File: config.mk
export PLATFORM = sky130hd
export DESIGN_NAME = vic_ctrl
export DESIGN_NICKNAME = d
export VERILOG_FILES = /design/src/vic_pkg.sv /design/src/vic_src_detect.sv /design/src/vic_prio_pick.sv /design/src/vic_ctrl.sv
export VERILOG_INCLUDE_DIRS = /design/src /design/src/src
export SDC_FILE = /design/constraint.sdc
export NUM_CORES = 2
export LEC_CHECK = 0
export BUFFER_PORTS_ARGS = -buffer_cell sky130_fd_sc_hd__buf_2
export CELL_PAD_IN_SITES_DETAIL_PLACEMENT = 1
export CELL_PAD_IN_SITES_GLOBAL_PLACEMENT = 2
export CORE_MARGIN = 2
export CORE_UTILIZATION = 41
export CTS_BUF_LIST = sky130_fd_sc_hd__clkbuf_16
export DETAILED_ROUTE_END_ITERATION = 10
export PLACE_DENSITY_LB_ADDON = 0.05
export SYNTH_ARGS = -nofsm -noshare
export SYNTH_HDL_FRONTEND = slang
export SYNTH_HIERARCHICAL = 1
export SYNTH_SLANG_ARGS = --single-unit
File: constraint.sdc
create_clock -name clk -period 43.4 [get_ports clk]
set_clock_uncertainty 0.15 [all_clocks]
set_input_delay 4.34 -clock clk [delete_from_list [all_inputs] [get_ports clk]]
set_output_delay 4.34 -clock clk [all_outputs]
set_load 0.02 [all_outputs]
File: src/vic_defines.svh
`ifndef VIC_DEFINES_SVH
`define VIC_DEFINES_SVH

`define VIC_NSRC        32
`define VIC_ADDR_W      9
// register byte offsets
`define VIC_OFS_SMR0    9'h000
`define VIC_OFS_SVR0    9'h080
`define VIC_OFS_NVR     9'h100
`define VIC_OFS_FVR     9'h104
`define VIC_OFS_CSR     9'h108
`define VIC_OFS_PEND    9'h10C
`define VIC_OFS_MASK    9'h110
`define VIC_OFS_CORE    9'h114
`define VIC_OFS_IEN     9'h120
`define VIC_OFS_IDIS    9'h124
`define VIC_OFS_CLR     9'h128
`define VIC_OFS_SET     9'h12C
`define VIC_OFS_EOS     9'h130
`define VIC_OFS_SPU     9'h134
`define VIC_OFS_DBG     9'h138
`define VIC_OFS_FFEN    9'h140
`define VIC_OFS_FFDIS   9'h144
`define VIC_OFS_FFST    9'h148
`define VIC_OFS_WGMODE  9'h1E4
`define VIC_OFS_WGSTAT  9'h1E8
// field positions
`define VIC_DBG_PROTECT_MODE_BIT    0
`define VIC_DBG_GLOBAL_MASK_BIT    1
`define VIC_WG_EN       0
`define VIC_WG_VFLAG    0
`define VIC_WG_SRC_LSB  8
`define VIC_SMR_TYPE_LSB 5
`define VIC_RST_WORD    32'h0000_0000

`endif

File: src/vic_pkg.sv
package vic_pkg;
   typedef enum logic [1:0] {
      VIC_SRC_LOW_LEVEL,
      VIC_SRC_NEG_EDGE,
      VIC_SRC_HIGH_LEVEL,
      VIC_SRC_POS_EDGE
   } vic_src_type_t;
   typedef enum {
      VIC_IDLE,
      VIC_HELD
   } vic_ack_state_t;
endpackage : vic_pkg

File: src/vic_src_detect.sv
`timescale 1ns/10ps
module vic_src_detect
   import vic_pkg::*;
(
   input  wire logic       clk,
   input  wire logic       rst,
   input  wire logic       src_in,
   input  wire logic [1:0] src_type,
   input  wire logic       set_cmd,
   input  wire logic       clr_cmd,
   output logic            pending
);
   logic prev_q;
   logic edge_q;
   logic is_edge;
   logic lvl;
   logic hit;

   assign is_edge = (src_type == VIC_SRC_NEG_EDGE)
                    || (src_type == VIC_SRC_POS_EDGE);
   assign lvl     = (src_type == VIC_SRC_LOW_LEVEL)
                    || (src_type == VIC_SRC_NEG_EDGE) ? ~src_in : src_in;

   // starts high so no false edge follows reset
   always_ff @(posedge clk) begin
      if (rst) prev_q <= 1'b1;
      else prev_q <= lvl;
   end

   // only edge types capture; a level type must not leave a stale edge
   assign hit = is_edge && lvl && !prev_q;

   // detected edge wins over a same-cycle clear
   always_ff @(posedge clk) begin
      if (rst) edge_q <= 1'b0;
      else if (hit || set_cmd) edge_q <= 1'b1;
      else if (clr_cmd) edge_q <= 1'b0;
   end

   assign pending = is_edge ? edge_q : lvl;
endmodule : vic_src_detect

File: src/vic_prio_pick.sv
`timescale 1ns/10ps
module vic_prio_pick
   import vic_pkg::*;
(
   input  wire logic [31:0] cand,
   input  wire logic [95:0] prio_flat,
   output logic             found,
   output logic [4:0]       idx,
   output logic [2:0]       level
);
   // highest level wins, lowest index breaks ties
   always_comb begin
      found = 1'b0;
      idx   = 5'd0;
      level = 3'd0;
      for (int i = 31; i >= 1; i--) begin
         if (cand[i] && (!found || prio_flat[i*3 +: 3] >= level)) begin
            found = 1'b1;
            idx   = 5'(i);
            level = prio_flat[i*3 +: 3];
         end
      end
   end
endmodule : vic_prio_pick

File: src/vic_ctrl.sv
// Notes on behaviour
// - fast forcing status per source; enable command sets, disable clears
// - forced sources keep detection but never reach priority or normal line
// - forced level source at active level asserts fast request
// - forced edge source with detected edge asserts fast request
// - forcing leaves source zero pending bit untouched
// - fast vector read always returns source zero vector
// - with forcing in use, fast vector read does not clear source zero
// - normal vector read never clears a forced source
// - source zero stays a fast source alongside forced sources
// - protect bit at one enables protect mode
// - in protect mode stacking and status update happen at vector write
// - in protect mode vector reads alone change no context
// - normal vector read picks, returns, memorizes, pushes, acknowledges
// - protect read does steps one to three; write pushes and acknowledges
// - vector read with nothing pending returns spurious vector
// - global mask holds both request lines inactive
// - global mask does not block idle wake-up
// - guard rejects writes to mode, vector, spurious, debug registers
// - rejected write sets violation flag and records target register
// - reading write guard status clears violation flag
// - normal vector read drops request and clears edge current source
// - end of service pops level stack, restoring previous level
`timescale 1ns/10ps
`include "vic_defines.svh"
module vic_ctrl
   import vic_pkg::*;
(
   input  wire logic        clk,
   input  wire logic        rst,
   input  wire logic [31:0] src_in,
   input  wire logic        wr_en,
   input  wire logic        rd_en,
   input  wire logic [8:0]  addr,
   input  wire logic [31:0] wdata,
   output logic [31:0]      rdata,
   output logic             normal_request_n,
   output logic             fast_request_n,
   output logic             wake_up
);
   logic [2:0]  smr_q [32];
   logic [1:0]  styp_q [32];
   logic [31:0] svr_q [32];
   logic [31:0] spu_q;
   logic [1:0]  dbg_q;
   logic        wg_en_q;
   logic        wg_vflag_q;
   logic [8:0]  wg_vsrc_q;
   logic [31:0] ien_q;
   logic [31:0] force_fast_status_q;
   logic [4:0]  cur_q;
   logic [2:0]  cur_lvl_q;
   logic [7:0]  stk_valid_q;
   logic [2:0]  stk_lvl_q [8];
   logic [4:0]  stk_src_q [8];
   logic [4:0]  memo_src_q;
   logic        memo_spur_q;
   logic [31:0] rdata_q;
   logic [31:0] pending_status;
   logic [31:0] is_edge;
   logic [31:0] set_cmd;
   logic [31:0] clr_cmd;
   logic [31:0] cand;
   logic [95:0] prio_flat;
   logic        found;
   logic [4:0]  pick_idx;
   logic [2:0]  pick_lvl;
   logic        above;
   logic        protect_mode_bit;
   logic        global_mask_bit;
   logic        guarded;
   logic        wr_guarded;
   logic        ack_now;
   logic [4:0]  ack_src;
   logic        ack_spur;
   logic        pop_now;
   logic [31:0] fast_src;
   vic_ack_state_t ack_st_q;

   assign protect_mode_bit = dbg_q[`VIC_DBG_PROTECT_MODE_BIT];
   assign global_mask_bit  = dbg_q[`VIC_DBG_GLOBAL_MASK_BIT];

   // one detector per source; its type comes from mode bits 6:5
   for (genvar g = 0; g < 32; g++) begin : g_src
      assign is_edge[g] = styp_q[g][0];
      assign prio_flat[g*3 +: 3] = smr_q[g];
      vic_src_detect u_det (
         .clk      (clk),
         .rst      (rst),
         .src_in   (src_in[g]),
         .src_type (styp_q[g]),
         .set_cmd  (set_cmd[g]),
         .clr_cmd  (clr_cmd[g]),
         .pending  (pending_status[g])
      );
   end

   // write guard decode
   assign guarded = (addr < `VIC_OFS_NVR) || (addr == `VIC_OFS_SPU)
                    || (addr == `VIC_OFS_DBG);
   assign wr_guarded = wr_en && wg_en_q && guarded;

   // forced sources leave the priority logic; source 0 has none
   assign cand = pending_status & ien_q & ~force_fast_status_q
                 & 32'hFFFF_FFFE;

   vic_prio_pick u_pick (
      .cand      (cand),
      .prio_flat (prio_flat),
      .found     (found),
      .idx       (pick_idx),
      .level     (pick_lvl)
   );

   // the pick must outrank the level now being served
   assign above = found && (!(|stk_valid_q) || ack_st_q == VIC_IDLE
                            ? 1'b1 : pick_lvl > cur_lvl_q);

   // acknowledge: read in normal mode, write in protect mode
   assign ack_now  = (addr == `VIC_OFS_NVR) &&
                     (protect_mode_bit ? wr_en : rd_en);
   assign ack_src  = protect_mode_bit ? memo_src_q : pick_idx;
   // a spurious acknowledge neither pushes nor clears
   assign ack_spur = protect_mode_bit ? memo_spur_q : !above;
   assign pop_now  = wr_en && addr == `VIC_OFS_EOS;

   // command strobes into detectors
   always_comb begin
      set_cmd = 32'h0000_0000;
      clr_cmd = 32'h0000_0000;
      if (wr_en && addr == `VIC_OFS_SET) set_cmd = wdata;
      if (wr_en && addr == `VIC_OFS_CLR) clr_cmd = wdata;
      // auto clear of edge current source, never a forced one
      if (ack_now && !ack_spur && is_edge[ack_src]
          && !force_fast_status_q[ack_src]) begin
         clr_cmd[ack_src] = 1'b1;
      end
      // fast vector read clears source 0 only when forcing is unused
      if (rd_en && addr == `VIC_OFS_FVR && is_edge[0]
          && !(|force_fast_status_q)) begin
         clr_cmd[0] = 1'b1;
      end
   end

   // mode and vector registers
   always_ff @(posedge clk) begin
      if (rst) begin
         for (int i = 0; i < 32; i++) begin
            smr_q[i]  <= 3'd0;
            styp_q[i] <= 2'd0;
            svr_q[i]  <= `VIC_RST_WORD;
         end
         spu_q <= `VIC_RST_WORD;
         dbg_q <= 2'd0;
      end else if (wr_en && !wr_guarded) begin
         if (addr < `VIC_OFS_SVR0) begin
            smr_q[addr[6:2]]  <= wdata[2:0];
            styp_q[addr[6:2]] <= wdata[`VIC_SMR_TYPE_LSB +: 2];
         end else if (addr < `VIC_OFS_NVR) begin
            svr_q[addr[6:2]] <= wdata;
         end else if (addr == `VIC_OFS_SPU) begin
            spu_q <= wdata;
         end else if (addr == `VIC_OFS_DBG) begin
            dbg_q <= wdata[1:0];
         end
      end
   end

   // enable mask and fast forcing
   always_ff @(posedge clk) begin
      if (rst) begin
         ien_q <= 32'h0000_0000;
         force_fast_status_q <= 32'h0000_0000;
      end else if (wr_en) begin
         if (addr == `VIC_OFS_IEN) ien_q <= ien_q | wdata;
         if (addr == `VIC_OFS_IDIS) ien_q <= ien_q & ~wdata;
         if (addr == `VIC_OFS_FFEN)
            force_fast_status_q <= force_fast_status_q | wdata;
         if (addr == `VIC_OFS_FFDIS)
            force_fast_status_q <= force_fast_status_q & ~wdata;
      end
   end

   // write guard mode and status
   always_ff @(posedge clk) begin
      if (rst) begin
         wg_en_q    <= 1'b0;
         wg_vflag_q <= 1'b0;
         wg_vsrc_q  <= 9'd0;
      end else begin
         if (wr_en && addr == `VIC_OFS_WGMODE) wg_en_q <= wdata[`VIC_WG_EN];
         // a violation outranks the clearing read in the same cycle
         if (wr_guarded) begin
            wg_vflag_q <= 1'b1;
            wg_vsrc_q  <= addr;
         end else if (rd_en && addr == `VIC_OFS_WGSTAT) begin
            wg_vflag_q <= 1'b0;
         end
      end
   end

   // memorized interrupt from a vector read
   // protect mode relies on this memo at the later vector write
   always_ff @(posedge clk) begin
      if (rst) begin
         memo_src_q  <= 5'd0;
         memo_spur_q <= 1'b1;
      end else if (rd_en && addr == `VIC_OFS_NVR) begin
         memo_src_q  <= pick_idx;
         memo_spur_q <= !above;
      end
   end

   // priority stack: push on acknowledge, pop on end of service
   // depth 8; a push on a full stack drops the oldest level
   always_ff @(posedge clk) begin
      if (rst) begin
         stk_valid_q <= 8'h00;
         cur_q       <= 5'd0;
         cur_lvl_q   <= 3'd0;
         ack_st_q    <= VIC_IDLE;
         for (int i = 0; i < 8; i++) begin
            stk_lvl_q[i] <= 3'd0;
            stk_src_q[i] <= 5'd0;
         end
      end else if (ack_now && !ack_spur) begin
         stk_valid_q <= {stk_valid_q[6:0], 1'b1};
         stk_lvl_q[0] <= cur_lvl_q;
         stk_src_q[0] <= cur_q;
         for (int i = 1; i < 8; i++) begin
            stk_lvl_q[i] <= stk_lvl_q[i-1];
            stk_src_q[i] <= stk_src_q[i-1];
         end
         cur_q     <= ack_src;
         cur_lvl_q <= smr_q[ack_src];
         ack_st_q  <= VIC_HELD;
      end else if (pop_now && stk_valid_q[0]) begin
         stk_valid_q <= {1'b0, stk_valid_q[7:1]};
         cur_lvl_q   <= stk_lvl_q[0];
         cur_q       <= stk_src_q[0];
         for (int i = 0; i < 7; i++) begin
            stk_lvl_q[i] <= stk_lvl_q[i+1];
            stk_src_q[i] <= stk_src_q[i+1];
         end
         if (!stk_valid_q[1]) ack_st_q <= VIC_IDLE;
      end
   end

   // read data
   always_ff @(posedge clk) begin
      if (rst) begin
         rdata_q <= `VIC_RST_WORD;
      end else if (rd_en) begin
         if (addr < `VIC_OFS_SVR0)
            // type back at bits 6:5, priority at 2:0, as written
            rdata_q <= {25'd0, styp_q[addr[6:2]], 2'd0, smr_q[addr[6:2]]};
         else if (addr < `VIC_OFS_NVR)
            rdata_q <= svr_q[addr[6:2]];
         else case (addr)
            `VIC_OFS_NVR:
               rdata_q <= above ? svr_q[pick_idx] : spu_q;
            `VIC_OFS_FVR:    rdata_q <= svr_q[0];
            `VIC_OFS_CSR:    rdata_q <= {27'd0, cur_q};
            `VIC_OFS_PEND:   rdata_q <= pending_status;
            `VIC_OFS_MASK:   rdata_q <= ien_q;
            `VIC_OFS_CORE:
               rdata_q <= {30'd0, !normal_request_n, !fast_request_n};
            `VIC_OFS_SPU:    rdata_q <= spu_q;
            `VIC_OFS_DBG:    rdata_q <= {30'd0, dbg_q};
            `VIC_OFS_FFST:   rdata_q <= force_fast_status_q;
            `VIC_OFS_WGMODE: rdata_q <= {31'd0, wg_en_q};
            `VIC_OFS_WGSTAT:
               rdata_q <= {15'd0, wg_vsrc_q, 7'd0, wg_vflag_q};
            default:         rdata_q <= `VIC_RST_WORD;
         endcase
      end
   end
   assign rdata = rdata_q;

   // fast request sources: source 0 plus forced sources
   assign fast_src = pending_status & ien_q
                     & (force_fast_status_q | 32'h0000_0001);

   // request lines and idle wake-up
   // registered so the lines never glitch toward the core
   always_ff @(posedge clk) begin
      if (rst) begin
         normal_request_n <= 1'b1;
         fast_request_n   <= 1'b1;
         wake_up          <= 1'b0;
      end else begin
         normal_request_n <= !(above && !ack_now && !global_mask_bit)
                             ;
         fast_request_n   <= !((|fast_src) && !global_mask_bit)
                             ;
         wake_up          <= (|cand) || (|fast_src);
      end
   end
endmodule : vic_ctrl

==> metrics <==
M2 GR Usage=55.7%; Crit Path Max Fanout=6; crit path DAT=about 45 ns; Tot Pwr=3.28 mW; DRC=0; MaxCap Viol Count=0; mapped cell area=0.0831 mm²; DR pass1 iterations=7; Top delay family on crit path=compound AO/OA/AOI/OAI gates; Nets=7191; first-pass GRT wire length=498000 µm; Layout area overhead=19.0%; CP required=43.92 ns; row count=approximately 170; Synth Instances=6589; Sw Ratio=25.3%; WP depth=roughly 230; Util after Layout=about half; total grt overflow=0; largest net degree at the start of global routing=74; Comb power frac=8.4%; io pins=112; Peak VDD IR=approximately 0.033 mV; wire per inst=36.5 µm; IO buf count=111; status=complete, but fails checks; share of post-route cells with drive strength above 1=30.1%; clock power share=42.9%; Tmin final=44.00 ns; HPWL after detailed placement=244000 µm; Crit path top cell by count=ha_1; met3 GRT Util=4.78%; Int Pwr=2.45 mW; Initial Util=between 40% and 50%; worst-margin pin slew=1.30 ns; Reg2Reg Depth=231; CTS buffer count=169; Post-DRT Antenna Nets=0; clk sinks=~1500; CP Class=in -> reg; HP Class=reg -> reg; Yosys warnings=6; GR Util met1=45.8%; Max Slew Vio Count=0; RSZ-0062 raised after global routing=yes; CP max-delay cell=or3b_4; cell area power density=33.2 mW/mm²; H-tree depth=4; hold_ws=0.308 ns; Worst-Skew Late Latency=between 0.8 and 0.9 ns; post-synth net total=6737; CORE AREA=0.202 mm²; endpoint class of the critical path=flip-flop; vias in the first global route=between 60000 and 70000; synthesized area per cell=12.6 µm²; worst path bufs/invs=16; fill count=between 20000 and 25000; Seq pwr share=approximately half; Critical Path Source Type=input port; Top Usage Layer GRT=met2; WHS Path Cells=2; Hold Violations, Final=0; Via Count=63300; static leakage=36.5 nW; slew margin rel.=about an eighth; CTS tree=yes; Total Wirelength=roughly 360000 µm; cell at the root of the clock tree=clkbuf_16; clock transition at the registers of the reported paths=0.06 ns; initial antenna violation count=16; CTS max path bufs=3; drt first-iter violations=approximately 7500; post-place setup slack=-2.11 ns; violated checks=setup timing; NetSw=0.830 mW; Setup WS post-layout=-0.595 ns; Die X=454 µm; Global Route Usage Sum=34.2%; setup violators final=201; Largest stage delay, worst path=0.40 ns; Tcrit/Tclk final=101%; Die H=454 µm; DR vias/cell=about 6.4; Fmax=0.0227 GHz; die area=0.206 mm²; routability cong.=roughly 0.93
layout make-up:
type                    count  area, µm²  area share, %
clock buffers             176       4400           4.45
inverters                 124        465          0.471
flip-flops and latches   1479      42000           42.5
repair buffers            904       7680           7.77
clock inverters           127        868          0.878
multi-input cells        4365      40100           40.5
well taps                2672       3340           3.38
diodes                     10       25.0         0.0253
power groups by stage:
| stage | Combinational (mW) | Sequential (mW) | Clock (mW) |
|---|---|---|---|
| 3_3_place_gp | 0.265 | 1.62 | 0 |
| 3_5_place_dp | 0.266 | 1.63 | 0 |
| 6_report | 0.277 | 1.60 | 1.41 |
| 4_1_cts | 0.268 | 1.60 | 1.42 |
| 2_1_floorplan | 0.145 | 1.61 | 0 |
| 5_1_grt | 0.285 | 1.60 | 1.47 |
flip-flops by register name, indices dropped and copies added, names as in the netlist, 8 cells and up, named ones only:
register	flops
spu_q	32
svr_q	1024
stk_lvl_q	24
g_src.u_det/prev_q	32
stk_valid_q	8
styp_q	64
rdata	32
g_src.u_det/edge_q	32
wg_vsrc_q	9
smr_q	96
stk_src_q	40
routing by layer:
metal  routed length (µm)  share of wire [%]  up-vias
met1               145000                 40    33600
met5                   51              0.014        -
li1                     -                  -    26200
met3                26100                7.3      633
met4                17700                4.9        6
met2               171000                 48     2842
worst register-to-register path, delay by kind of cell, from the launching register on:
| kind | cells | cell delay [ns] |
|---|---|---|
| xor+xnor | 1 | 0.24 |
| simple gates | 76 | 10.87 |
| buf+inv | 15 | 1.61 |
| compound gates | 100 | 17.11 |
| mux | 7 | 1.91 |
| flops | 1 | 0.50 |
| fa+ha+maj | 32 | 8.39 |
cells in the final DEF, fill, tap and decap left out, types with 29 or more instances in the layout:
cell	instances
xor2_1	32
nor2_2	38
o22ai_1	69
a21oi_1	215
nor2_4	43
a221oi_1	34
ha_1	52
or2_2	35
or3b_1	33
a21o_1	58
nand3_1	95
mux2i_1	247
and3_1	176
nand4_1	34
clkinv_1	36
a21oi_2	29
and2_1	1074
a311oi_1	87
nor2b_1	29
buf_6	37
edfxtp_1	1240
inv_1	157
or2b_1	32
nand2_1	221
a22o_1	50
a211oi_1	41
clkbuf_16	182
a22oi_1	86
buf_4	683
nor2_1	210
mux4_2	549
dfxtp_1	239
o211ai_1	37
buf_12	59
o21ai_1	34
buf_2	103
o21ai_0	86
metrics by stage:
stage | cell area, µm² | instances | setup TNS (ns)
after global routing | 98900 | 9852 | -417.91
after detailed placement | 90800 | 9399 | -365.44
final | 98900 | 9857 | -44.77
after floorplan | 84000 | 6589 | -6.86
after global placement | 90800 | 9399 | -107.35
after CTS | 96900 | 9766 | -0.0671
path summary, 6_finish.rpt:
| kind | startpoint | to | slack [ns] |
|---|---|---|---|
| worst max-delay path | src_in[31] | g_src[11].u_det/edge_q | -0.60 |
| worst min-delay path | stk_lvl_q[1][11] | stk_lvl_q[1][11] | 0.31 |
| worst max register to register | styp_q[31][1] | g_src[11].u_det/edge_q | 2.46 |
| worst min register to register | stk_lvl_q[1][11] | stk_lvl_q[1][11] | 0.31 |
what timing repair did:
item | CTS | global route
gates cloned | 3 | 10
pin swaps | 103 | 213
gates resized for setup | 70 | 272
setup endpoints to repair | 204 | 208
hold buffers | 0 | 0
buffers inserted | 61 | 72
(Power assumes the default switching activity.)
